--- src/core/ebls_defines.svh ---
// Constants for the endian byte lane swapper.
// Assumes inclusion by bare name from files under core/.
`ifndef EBLS_DEFINES_SVH
`define EBLS_DEFINES_SVH
// Byte lane bit positions on highway and PCI.
`define EBLS_LANE3_HI 31
`define EBLS_LANE3_LO 24
`define EBLS_LANE2_HI 23
`define EBLS_LANE2_LO 16
`define EBLS_LANE1_HI 15
`define EBLS_LANE1_LO 8
`define EBLS_LANE0_HI 7
`define EBLS_LANE0_LO 0
// Byte order select value meaning little endian.
`define EBLS_ORDER_LITTLE 1'h1
// Bridge control register offset and swap-enable field.
`define EBLS_BRIDGE_CTL_OFS 12'h000
`define EBLS_SE_BIT 0
`define EBLS_SE_RESET 1'h0
// Output FIFO size.
`define EBLS_FIFO_DEPTH 16
`define EBLS_DATA_W 32
`endif

--- src/core/ebls_pkg.sv ---
// Types shared by the endian byte lane swapper modules.
// Assumes nothing outside this package.
package ebls_pkg;
    // Access size of a data cache transfer.
    typedef enum logic [1:0] {
        EBLS_SZ_BYTE = 2'h0,
        EBLS_SZ_HALF = 2'h1,
        EBLS_SZ_WORD = 2'h2
    } ebls_size_e;
    // Target class of a data cache transfer.
    typedef enum logic [1:0] {
        EBLS_K_MEM = 2'h0,
        EBLS_K_REG = 2'h1,
        EBLS_K_WIN = 2'h2
    } ebls_kind_e;
    // Pixel formats handled by the image coprocessor path.
    typedef enum logic [2:0] {
        EBLS_PX_PLANAR = 3'h0,
        EBLS_PX_RGB8 = 3'h1,
        EBLS_PX_RGB24A = 3'h2,
        EBLS_PX_RGB15A = 3'h3,
        EBLS_PX_RGB16 = 3'h4,
        EBLS_PX_YUV422 = 3'h5,
        EBLS_PX_RGB24 = 3'h6
    } ebls_pixel_e;
    typedef logic [31:0] ebls_word_t;
endpackage

--- src/core/ebls_fifo_if.sv ---
// Carrier between the swapper core and its output FIFO.
// Assumes one clock shared by both ends.
`timescale 1ns/1ps
`default_nettype none
interface ebls_fifo_if #(
    parameter int WIDTH = 32,
    parameter int DEPTH = 16
);
    logic push_valid;
    logic push_ready;
    logic [WIDTH-1:0] push_data;
    logic pop_valid;
    logic pop_ready;
    logic [WIDTH-1:0] pop_data;
    logic [$clog2(DEPTH+1)-1:0] level;
    // Producer and consumer side seen by the core.
    modport user (output push_valid, push_data, pop_ready,
                  input push_ready, pop_valid, pop_data, level);
    // The FIFO itself.
    modport store (input push_valid, push_data, pop_ready,
                   output push_ready, pop_valid, pop_data, level);
endinterface
`default_nettype wire

--- src/core/ebls_fifo.sv ---
// Flip-flop FIFO with valid and ready on both sides.
// Assumes a single clock and an active high asynchronous reset.
`timescale 1ns/1ps
`default_nettype none
module ebls_fifo #(
    parameter int WIDTH = 32,
    parameter int DEPTH = 16
) (
    // Clock and reset.
    input wire logic clk,
    input wire logic rst,
    // Both sides.
    ebls_fifo_if.store f
);
    localparam int AW = $clog2(DEPTH);
    logic [WIDTH-1:0] mem_q [DEPTH];
    logic [AW-1:0] wr_q;
    logic [AW-1:0] rd_q;
    logic [AW:0] cnt_q;
    logic do_push;
    logic do_pop;

    // Full and empty come straight from the occupancy count.
    assign f.push_ready = (cnt_q != (AW+1)'(DEPTH));
    assign f.pop_valid = (cnt_q != '0);
    assign f.pop_data = mem_q[rd_q];
    assign f.level = cnt_q;
    assign do_push = f.push_valid && f.push_ready;
    assign do_pop = f.pop_valid && f.pop_ready;

    // Storage is written only on an accepted push.
    always_ff @(posedge clk) begin
        if (do_push) begin
            mem_q[wr_q] <= f.push_data;
        end
    end

    // Pointers wrap at the depth, which need not be a power of two.
    always_ff @(posedge clk or posedge rst) begin
        if (rst) begin
            wr_q <= '0;
            rd_q <= '0;
        end else begin
            if (do_push) begin
                wr_q <= (wr_q == AW'(DEPTH-1)) ? '0 : wr_q + 1'b1;
            end
            if (do_pop) begin
                rd_q <= (rd_q == AW'(DEPTH-1)) ? '0 : rd_q + 1'b1;
            end
        end
    end

    // Occupancy count.
    always_ff @(posedge clk or posedge rst) begin
        if (rst) begin
            cnt_q <= '0;
        end else if (do_push && !do_pop) begin
            cnt_q <= cnt_q + 1'b1;
        end else if (do_pop && !do_push) begin
            cnt_q <= cnt_q - 1'b1;
        end
    end
endmodule
`default_nettype wire

--- src/core/ebls_swapper.sv ---
// Byte order handling of the media processor: data cache lane
// steering, bridge register swapping, instruction pass and the
// image coprocessor pixel stream with its output FIFO.
// Assumes all inputs come from logic on CLK; nothing is synchronised.
`timescale 1ns/1ps
`default_nettype none
`include "ebls_defines.svh"

// What this block does
// - Lane 3 is bits 31:24 down to lane 0 at bits 7:0.
// - Byte at offset n always travels on lane n, any mode.
// - Byte order select 1 means little endian, 0 big endian.
// - Big endian reverses word bytes; halves swap in their lane pair.
// - Memory translation only inside memory base to limit window.
// - Register accesses from the processor are never swapped.
// - Data window register gets the memory translation anyway.
// - Bridge moves window and special register data unswapped.
// - Instruction fetch is always little endian, ignores select.
// - PCI to SDRAM data passes unswapped in both modes.
// - Swap enable 0 swaps PCI register data; 1 does not.
// - Swap enable resets to 0; its own write is swapped.
// - Coprocessor keeps pixel data consistent in both modes.
// - 8-bit indexed and planar formats pass as byte streams.
// - 24+alpha, 15+alpha, 16 and YUV 4:2:2 work in both modes.
// - Packed 24-bit RGB is refused in big endian mode.
// - Planar samples sit on lane n modulo 4 in both modes.
// - Little endian data cache never reorders bytes.
// - Coprocessor input swap only in big endian mode.
module ebls_swapper
    import ebls_pkg::*;
#(
    parameter int WIDTH = `EBLS_DATA_W,
    parameter int DEPTH = `EBLS_FIFO_DEPTH
) (
    // Clock and reset.
    input wire logic CLK,
    input wire logic RST,
    // Configuration.
    input wire logic BYTE_ORDER_SELECT,
    input wire logic [31:0] MEM_BASE,
    input wire logic [31:0] MEM_LIMIT,
    // Data cache request.
    input wire logic DC_VALID,
    input wire logic DC_WRITE,
    input wire logic [1:0] DC_SIZE,
    input wire logic [1:0] DC_KIND,
    input wire logic [31:0] DC_ADDR,
    input wire logic [31:0] DC_REG_WDATA,
    input wire logic [31:0] DC_BUS_RDATA,
    // Data cache answer.
    output logic DC_DONE,
    output logic [31:0] DC_BUS_WDATA,
    output logic [3:0] DC_BUS_BE,
    output logic [31:0] DC_REG_RDATA,
    // Bridge register access from PCI or the processor.
    input wire logic BR_VALID,
    input wire logic BR_WRITE,
    input wire logic BR_FROM_PCI,
    input wire logic BR_IS_REG,
    input wire logic BR_IS_SPECIAL,
    input wire logic [11:0] BR_ADDR,
    input wire logic [31:0] BR_WDATA,
    input wire logic [31:0] BR_RDATA,
    // Bridge answer.
    output logic BR_DONE,
    output logic [31:0] BR_WDATA_OUT,
    output logic [31:0] BR_RDATA_OUT,
    output logic BRIDGE_SWAP_ENABLE,
    // Instruction fetch.
    input wire logic IC_VALID,
    input wire logic [31:0] IC_BUS_DATA,
    output logic IC_DONE,
    output logic [31:0] IC_INSTR,
    // Coprocessor pixel stream in.
    input wire logic ICP_IN_VALID,
    input wire logic [WIDTH-1:0] ICP_IN_DATA,
    input wire logic [2:0] ICP_FORMAT,
    output logic ICP_IN_READY,
    output logic ICP_FMT_ERROR,
    // Coprocessor pixel stream out.
    output logic ICP_OUT_VALID,
    output logic [WIDTH-1:0] ICP_OUT_DATA,
    input wire logic ICP_OUT_READY
);
    // Full reversal of the four lanes.
    function automatic ebls_word_t bsw(input ebls_word_t w);
        bsw = {w[7:0], w[15:8], w[23:16], w[31:24]};
    endfunction

    // Byte swap inside each half word.
    function automatic ebls_word_t bsh(input ebls_word_t w);
        bsh = {w[23:16], w[31:24], w[7:0], w[15:8]};
    endfunction

    logic little;
    logic in_win;
    logic xlate;
    logic [1:0] off;
    logic [3:0] be_d;
    logic [31:0] wbus_d;
    logic [31:0] rreg_d;
    logic [15:0] half_r;
    logic [15:0] half_w;
    logic [7:0] byte_r;

    // Select 1 is little endian.
    assign little = (BYTE_ORDER_SELECT == `EBLS_ORDER_LITTLE);
    assign off = DC_ADDR[1:0];
    // Translation window is inclusive of base, exclusive of limit.
    assign in_win = (DC_ADDR >= MEM_BASE) && (DC_ADDR < MEM_LIMIT);
    // Plain registers skip translation; the data window never does.
    assign xlate = (ebls_kind_e'(DC_KIND) == EBLS_K_WIN) ||
                   ((ebls_kind_e'(DC_KIND) == EBLS_K_MEM) && in_win);

    // Store side: place register data on the lanes of its offset.
    always_comb begin
        wbus_d = '0;
        be_d = '0;
        half_w = '0;
        case (ebls_size_e'(DC_SIZE))
            EBLS_SZ_WORD: begin
                be_d = 4'hF;
                // Big endian reverses all four lanes.
                wbus_d = (xlate && !little) ? bsw(DC_REG_WDATA)
                                            : DC_REG_WDATA;
            end
            EBLS_SZ_HALF: begin
                be_d = off[1] ? 4'hC : 4'h3;
                half_w = (xlate && !little) ?
                    {DC_REG_WDATA[7:0], DC_REG_WDATA[15:8]} :
                    DC_REG_WDATA[15:0];
                wbus_d = off[1] ? {half_w, 16'h0000}
                                : {16'h0000, half_w};
            end
            EBLS_SZ_BYTE: begin
                // Bytes always sit on the lane of their offset.
                be_d = 4'h1 << off;
                wbus_d = {4{DC_REG_WDATA[7:0]}} & {{8{be_d[3]}},
                    {8{be_d[2]}}, {8{be_d[1]}}, {8{be_d[0]}}};
            end
            default: begin
                be_d = '0;
                wbus_d = '0;
            end
        endcase
    end

    // Load side: collect the lanes and undo the translation.
    always_comb begin
        rreg_d = '0;
        half_r = '0;
        byte_r = '0;
        case (ebls_size_e'(DC_SIZE))
            EBLS_SZ_WORD: begin
                rreg_d = (xlate && !little) ? bsw(DC_BUS_RDATA)
                                            : DC_BUS_RDATA;
            end
            EBLS_SZ_HALF: begin
                half_r = off[1] ? DC_BUS_RDATA[31:16]
                                : DC_BUS_RDATA[15:0];
                rreg_d = (xlate && !little) ?
                    {16'h0000, half_r[7:0], half_r[15:8]} :
                    {16'h0000, half_r};
            end
            EBLS_SZ_BYTE: begin
                case (off)
                    2'h0: byte_r = DC_BUS_RDATA[`EBLS_LANE0_HI:`EBLS_LANE0_LO];
                    2'h1: byte_r = DC_BUS_RDATA[`EBLS_LANE1_HI:`EBLS_LANE1_LO];
                    2'h2: byte_r = DC_BUS_RDATA[`EBLS_LANE2_HI:`EBLS_LANE2_LO];
                    default: byte_r =
                        DC_BUS_RDATA[`EBLS_LANE3_HI:`EBLS_LANE3_LO];
                endcase
                rreg_d = {24'h000000, byte_r};
            end
            default: begin
                rreg_d = '0;
            end
        endcase
    end

    // Data cache answers one cycle after the request.
    always_ff @(posedge CLK or posedge RST) begin
        if (RST) begin
            DC_DONE <= 1'b0;
            DC_BUS_WDATA <= '0;
            DC_BUS_BE <= '0;
            DC_REG_RDATA <= '0;
        end else begin
            DC_DONE <= DC_VALID;
            if (DC_VALID) begin
                DC_BUS_WDATA <= DC_WRITE ? wbus_d : '0;
                DC_BUS_BE <= be_d;
                DC_REG_RDATA <= DC_WRITE ? '0 : rreg_d;
            end
        end
    end

    logic br_swap;
    logic [31:0] br_win;

    // Only PCI-side accesses to ordinary registers are swapped, and
    // only while the swap enable is still clear.
    assign br_swap = BR_FROM_PCI && BR_IS_REG && !BR_IS_SPECIAL &&
                     !BRIDGE_SWAP_ENABLE;
    assign br_win = br_swap ? bsw(BR_WDATA) : BR_WDATA;

    // Bridge data path; non-register data passes untouched.
    always_ff @(posedge CLK or posedge RST) begin
        if (RST) begin
            BR_DONE <= 1'b0;
            BR_WDATA_OUT <= '0;
            BR_RDATA_OUT <= '0;
        end else begin
            BR_DONE <= BR_VALID;
            if (BR_VALID) begin
                BR_WDATA_OUT <= BR_WRITE ? br_win : '0;
                BR_RDATA_OUT <= BR_WRITE ? '0 :
                    (br_swap ? bsw(BR_RDATA) : BR_RDATA);
            end
        end
    end

    // The control write is itself seen through the swapper, so a
    // little endian host must pre-swap the value it writes.
    always_ff @(posedge CLK or posedge RST) begin
        if (RST) begin
            BRIDGE_SWAP_ENABLE <= `EBLS_SE_RESET;
        end else if (BR_VALID && BR_WRITE && BR_IS_REG &&
                     (BR_ADDR == `EBLS_BRIDGE_CTL_OFS)) begin
            BRIDGE_SWAP_ENABLE <= br_win[`EBLS_SE_BIT];
        end
    end

    // Instruction words bypass the select bit entirely.
    always_ff @(posedge CLK or posedge RST) begin
        if (RST) begin
            IC_DONE <= 1'b0;
            IC_INSTR <= '0;
        end else begin
            IC_DONE <= IC_VALID;
            if (IC_VALID) begin
                IC_INSTR <= IC_BUS_DATA;
            end
        end
    end

    ebls_fifo_if #(.WIDTH(WIDTH), .DEPTH(DEPTH)) fq ();
    logic px_reject;
    logic [WIDTH-1:0] px_d;
    logic in_take;
    logic out_load;

    ebls_fifo #(.WIDTH(WIDTH), .DEPTH(DEPTH)) u_fifo (
        .clk(CLK),
        .rst(RST),
        .f(fq.store)
    );

    // Packed 24-bit RGB has no big endian layout, so it is dropped.
    assign px_reject = !little &&
        (ebls_pixel_e'(ICP_FORMAT) == EBLS_PX_RGB24);

    // Input swap per pixel format, big endian only.
    always_comb begin
        px_d = ICP_IN_DATA;
        if (!little) begin
            case (ebls_pixel_e'(ICP_FORMAT))
                EBLS_PX_RGB24A: px_d = bsw(ICP_IN_DATA);
                EBLS_PX_RGB15A: px_d = bsh(ICP_IN_DATA);
                EBLS_PX_RGB16: px_d = bsh(ICP_IN_DATA);
                EBLS_PX_YUV422: px_d = bsh(ICP_IN_DATA);
                EBLS_PX_RGB8: px_d = ICP_IN_DATA;
                EBLS_PX_PLANAR: px_d = ICP_IN_DATA;
                default: px_d = ICP_IN_DATA;
            endcase
        end
    end

    assign in_take = ICP_IN_VALID && ICP_IN_READY;
    assign fq.push_valid = in_take && !px_reject;
    assign fq.push_data = px_d;
    // Output register refills when empty or being drained.
    assign out_load = !ICP_OUT_VALID || ICP_OUT_READY;
    assign fq.pop_ready = out_load;

    // Ready is registered, so it leaves one slot in hand: at most
    // one push can land between the level sample and its use.
    always_ff @(posedge CLK or posedge RST) begin
        if (RST) begin
            ICP_IN_READY <= 1'b0;
        end else begin
            ICP_IN_READY <= (int'(fq.level) < DEPTH - 1);
        end
    end

    // Error flag pulses for each refused word.
    always_ff @(posedge CLK or posedge RST) begin
        if (RST) begin
            ICP_FMT_ERROR <= 1'b0;
        end else begin
            ICP_FMT_ERROR <= in_take && px_reject;
        end
    end

    // Output stage holds a word until the consumer takes it.
    always_ff @(posedge CLK or posedge RST) begin
        if (RST) begin
            ICP_OUT_VALID <= 1'b0;
            ICP_OUT_DATA <= '0;
        end else if (out_load) begin
            ICP_OUT_VALID <= fq.pop_valid;
            if (fq.pop_valid) begin
                ICP_OUT_DATA <= fq.pop_data;
            end
        end
    end
endmodule
`default_nettype wire

--- config.mk ---
export PLATFORM = sky130hd
export DESIGN_NAME = ebls_swapper
export DESIGN_NICKNAME = d
export VERILOG_FILES = /design/src/core/ebls_pkg.sv /design/src/core/ebls_fifo_if.sv /design/src/core/ebls_fifo.sv /design/src/core/ebls_swapper.sv
export VERILOG_INCLUDE_DIRS = /design/src /design/src/core
export SDC_FILE = /design/constraint.sdc
export NUM_CORES = 1
export LEC_CHECK = 0
export BUFFER_PORTS_ARGS = -buffer_cell sky130_fd_sc_hd__buf_2
export CAP_MARGIN = 40
export CORE_MARGIN = 1
export CORE_UTILIZATION = 61
export DETAILED_ROUTE_END_ITERATION = 12
export PLACE_DENSITY_LB_ADDON = 0.12
export SLEW_MARGIN = 20
export SYNTH_ARGS = -nofsm -noshare
export SYNTH_HDL_FRONTEND = slang
export SYNTH_HIERARCHICAL = 1
export SYNTH_SLANG_ARGS = --single-unit
--- constraint.sdc ---
create_clock -name CLK -period 13.55 [get_ports CLK]
set_input_delay 0.6775 -clock CLK [delete_from_list [all_inputs] [get_ports CLK]]
set_output_delay 0.6775 -clock CLK [all_outputs]
set_load 0.03 [all_outputs]
Word-level counts from Yosys, hierarchy flattened
Memories as Yosys holds them, arrays and structs flattened. A register that Yosys moved wholly into a read port is not among the register bits. Cells that the tools add are included.

Flip-flop bits (word level): 184. RAM bits: 512. Input bits: 320. Word-level logic and storage cells: 98. Memories kept: 1.

Memory list: u_fifo.mem_q (words 16, width 32, rd ports 1, clocked after Yosys merged registers in 1, write ports 1, line ebls_fifo.sv:16) `logic [WIDTH-1:0] mem_q [DEPTH];`.

$add $sub $neg: 4. $lt $le $gt $ge: 3. Equality and inequality tests: 13. Shift-type cells: 1. Muxes and demuxes: 25. Bitwise operators: 1. Reduce and logical (&&, ||, !) cells: 34.

Operators with widths (number): two-way mux 32 bit (10); one-hot mux 32 bit (3 select lines) (2); one-hot mux 32 bit (2 select lines) (1); two-way mux 16 bit (3); AND 32 bit (1); >= comparator 32 bit (1); < comparator 32 bit (1); one-hot mux 8 bit (3 select lines) (1); logical AND 1 bit (17); logical NOT 12 bit (1); two-way mux 4 bit (3); one-hot mux 4 bit (3 select lines) (1); two-way mux 5 bit (2); == test 3 bit (second input constant) (3); adder 4 x 1 -> 4 bit (second input constant) (2); == test 4 bit (second input constant) (2); logical NOT 1 bit (7); == test 2 bit (second input constant) (3); == test 3 x 2 -> 1 bit (second input constant) (2); logical NOT 2 bit (3); adder 5 x 1 -> 5 bit (second input constant) (1); < comparator 5 x 4 -> 1 bit (second input constant) (1); inequality test 5 bit (second input constant) (1); nonzero test 5 bit (1); other kinds (8) (11).

Depth between registers and ports, before layout
Depth in word-level cells: 9. Gate-level depth with buffers: 13. Gate-level depth less buffers: 11.

Cells and area by module
The synthesis kept the hierarchy.

Modules (own cells, without submodules): ebls_fifo (times used 1, cells an instance 1024, area an instance 20418.3 sq um, sequential area each 15700.1 sq um); ebls_swapper (times used 1, cells an instance 1171, area an instance 12075.3 sq um, sequential area each 5079.9 sq um).

Worst setup path before layout
OpenSTA, ideal clock, no wires.

Kind: input to register. Start: input port BYTE_ORDER_SELECT. End: memory u_fifo.mem_q[0][0] (enable). Library setup time: 0.461 ns. Arrival time: 3.793 ns. Data required time: 13.089 ns. Path slack: 9.296 ns. Stages: 7. Cell sequence: clkbuf_1 -> nor4bb_1 -> nor2_1 -> a21boi_0 -> buf_2 -> nand2_1 -> nor3_1.

Cells in the longest elaborated chain, start to end: 7.

Ends and longest elaborated chain: start: declaration (line ebls_swapper.sv:39) `input wire logic BYTE_ORDER_SELECT,`; logical NOT 1 bit; logical AND 1 bit (line ebls_swapper.sv:260) `assign px_reject = !little &&`; logical NOT 1 bit (line ebls_swapper.sv:280) `assign fq.push_valid = in_take && !px_reject;`; logical AND 1 bit (line ebls_swapper.sv:280); via fq.push_valid (line ebls_fifo_if.sv:9) `logic push_valid;`; logical AND 1 bit (line ebls_fifo.sv:28) `assign do_push = f.push_valid && f.push_ready;`; via u_fifo.do_push (line ebls_fifo.sv:20) `logic do_push;`; two-way mux 1 bit (line ebls_fifo.sv:33) `if (do_push) begin`; two-way mux 1 bit (not written as such) (line ebls_fifo.sv:34) `mem_q[wr_q] <= f.push_data;`; end: declaration (line ebls_fifo.sv:16).

The timed path passes the listed nets, and every way through them passes these cells.

Worst setup path after layout
Start: input port DC_ADDR[1]. End: register DC_REG_RDATA[7].

Cells in the longest elaborated chain, start to end: 8. Elaborated cells between the ends (all ways): 15. Those cells by class: 2 x order compare; 2 x eq/ne; 6 x mux; 5 x reduce/logical.

Ends and longest elaborated chain: start: declaration (line ebls_swapper.sv:47) `input wire logic [31:0] DC_ADDR,`; >= comparator 32 bit or < comparator 32 bit (tied branches) (line ebls_swapper.sv:110) `assign in_win = (DC_ADDR >= MEM_BASE) && (DC_ADDR < MEM_LIMIT);`; logical AND 1 bit (line ebls_swapper.sv:110); logical AND 1 bit (line ebls_swapper.sv:113) `((ebls_kind_e'(DC_KIND) == EBLS_K_MEM) && in_win);`; logical OR 1 bit (line ebls_swapper.sv:112) `assign xlate = (ebls_kind_e'(DC_KIND) == EBLS_K_WIN) ||`; logical AND 1 bit (line ebls_swapper.sv:155, ebls_swapper.sv:161); two-way mux 16 bit or two-way mux 32 bit (tied branches) (line ebls_swapper.sv:161, ebls_swapper.sv:155); one-hot mux 32 bit (3 select lines) (*) (line ebls_swapper.sv:153) `case (ebls_size_e'(DC_SIZE))`; two-way mux 32 bit (*) (line ebls_swapper.sv:193) `DC_REG_RDATA <= DC_WRITE ? '0 : rreg_d;`; end signal: assignment (line ebls_swapper.sv:193); end: declaration (line ebls_swapper.sv:54) `output logic [31:0] DC_REG_RDATA,`.

Mark *: on every way between the ends. The rest lies on a longest branch, timed or not. A chain may end at the register's enable or synchronous reset.

==> metrics <==
status=complete, no violations; CTS H-Tree Depth=3; max_slew headroom=0.4095; setup TNS=0 ns; DIE WIDTH=232.8 µm; Area growth syn-to-layout=18.76%; initial antenna violation count=7; Power Density=174.3 mW/mm²; Core Footprint=roughly 0.053 mm²; Longest Clk Path Bufs=3; via count=21650; vias in the first global route=between 20000 and 25000; post_cts resized=0; RSZ-0062 raised after global routing=no; crit path time final=roughly 3.7 ns; Setup Skew=0.03496 ns; crit path kind=primary input to register; # IOs=between 500 and 600; Total GRT Usage=0.3087; Leak Pwr=between 15 and 20 nW; global placement routability congestion=approximately 0.89; Starting Density=0.6183; die extent in y=around 230 µm; launching element type of the critical path=primary input; worst reg2reg startpoint=u_fifo/rd_q[0]; Clock Sinks=roughly 730; Max Fclk=roughly 270 MHz; Slowest cell on crit path=mux4_2; syn nets=between 2000 and 3000; # hold bufs at CTS=0; Crit path required time=around 14 ns; first-pass GRT wire length=~130 mm; crit path max fanout=between 40 and 50; Post-CTS Setup Bufs=0; Worst R2R Path Depth=6; Syn Area/Cell=approximately 15 µm²; final hold slack=roughly 0.17 ns; crit share post-route=0.2736; final number of setup-violating endpoints=0; Syn. warnings=6; critical path arrival=just over 4 ns; DP HPWL=roughly 55 mm; CTS clk-pin slew, worst paths=around 0.060 ns; CTS root buffer=clkbuf_16; fin nets=3126; Most Frequent Cell on Critical Path=buf_4; routed length per instance=about 24 µm; Final Hold Vio Count=0; maxcap violations=0; DRC=0; Worst-Margin Slew=between 0.8 and 0.9 ns; CTS tree=yes; Initial DRC Count=approximately 1900; synthesized instance count=2194; critical-path cell list=buf_2, buf_4, ha_1, a211o_1, a31oi_1, nor3_1, o31ai_1, o2111ai_1, a221oi_4, buf_4, mux4_2, a22oi_1, o221ai_1; Routed Antenna Nets=0; reg-to-reg endpoint=ICP_OUT_DATA[26]; worst min path class=primary input to async pin; CP endpoint kind=register; CTS buffer count=74; Synth Cell Area=0.03249 mm²; Overflow after GRT=0; Clock Latency Late Sink=just over 0.6 ns; die area=0.05419 mm²; PortBufs=between 500 and 600; vias per cell=around 6.2; Cell Rows=84; worst reg2reg setup slack=slightly above 10 ns; Pins Over Slew Limit=0; slowest stage delay, CP=about 0.57 ns; final wirelength=approximately 84 mm; proportion of layout cells with a drive suffix above 1=0.3197; worst IR drop on VDD=between 0.15 and 0.2 mV; largest net degree at the start of global routing=roughly 120; first-pass iteration count of the detailed router=9
## where the power goes
part / total, mW / internal (mW) / switching [mW]
clock network: 2.00 / 1.17 / 0.830
logic: 1.95 / 0.771 / 1.18
registers: 2.78 / 2.63 / 0.148
## area by class of cell
cell class	instances	area (µm²)
multi-input cells	1188	10610
well taps	688	860.8
fillers	3395	13970
inverters	139	529.3
diodes	4	10.01
repair buffers	602	3428
clock buffers	101	2077
clock inverters	32	284.0
flip-flops and latches	728	20790
## worst max-delay path, delay by kind of cell
kind	cells	cell delay, ns
adder cells (fa/ha/maj)	1	0.27
buffers and inverters	3	0.90
AO/OA/AOI/OAI	7	1.62
multiplexers	1	0.57
AND/OR/NAND/NOR	1	0.09
## layout by cell type, fill, tap and decap left out, types with 63 or more instances in the layout
cell type and count:
buf_2 523, edfxtp_1 512, mux2i_1 229, dfrtp_1 212, inv_1 137, nand2_1 135
a22oi_1 88, mux4_2 82, clkbuf_16 77, ha_1 72, o21ai_0 71, mux2_2 68
buf_4 65, o22ai_1 63
## through the flow
step | total power, mW | area [µm²] | std cells | util | setup WS (ns)
2_1_floorplan | 4.147 | 32490 | 2194 | - | 7.333
3_3_place_gp | 4.663 | 35830 | 3322 | 0.6819 | 8.924
3_5_place_dp | 4.744 | 36150 | 3342 | 0.6879 | 9.236
4_1_cts | 6.742 | 38510 | 3475 | 0.7329 | 9.506
5_1_grt | 6.978 | 38580 | 3482 | 0.7342 | 9.678
6_report | 6.725 | 38580 | 3482 | 0.7342 | 9.843
## layer usage
layer	wire length (µm)	vias to the layer above	global-route usage
met4	2333	4	0.1070
li1	-	9635	-
met1	32670	10730	0.4034
met2	42120	1111	0.5183
met3	7193	172	0.05980
met5	25	-	0
## registers in the layout (all words and copies together), names as in the netlist
signal and count:
u_fifo/f.level 5, DC_REG_RDATA 32, u_fifo/rd_q 4, DC_BUS_BE 4
ICP_OUT_VALID 1, BR_WDATA_OUT 32, u_fifo/wr_q 4, IC_DONE 1
ICP_FMT_ERROR 1, DC_BUS_WDATA 32, u_fifo/mem_q 512, DC_DONE 1
BR_RDATA_OUT 32, ICP_IN_READY 1, ICP_OUT_DATA 32, BRIDGE_SWAP_ENABLE 1
BR_DONE 1, IC_INSTR 32
## worst max-delay path by stage
stage	start	slack, ns	cells after the start	to
after floorplan	RST	7.33	1	BRIDGE_SWAP_ENABLE
after global placement	DC_ADDR[1]	8.92	13	DC_REG_RDATA[7]
after detailed placement	DC_ADDR[1]	9.24	13	DC_REG_RDATA[7]
after CTS	u_fifo/rd_q[0]	9.51	6	ICP_OUT_DATA[26]
after global routing	DC_ADDR[1]	9.68	13	DC_REG_RDATA[7]
final	DC_ADDR[1]	9.84	13	DC_REG_RDATA[7]
(Power assumes the default switching activity.)
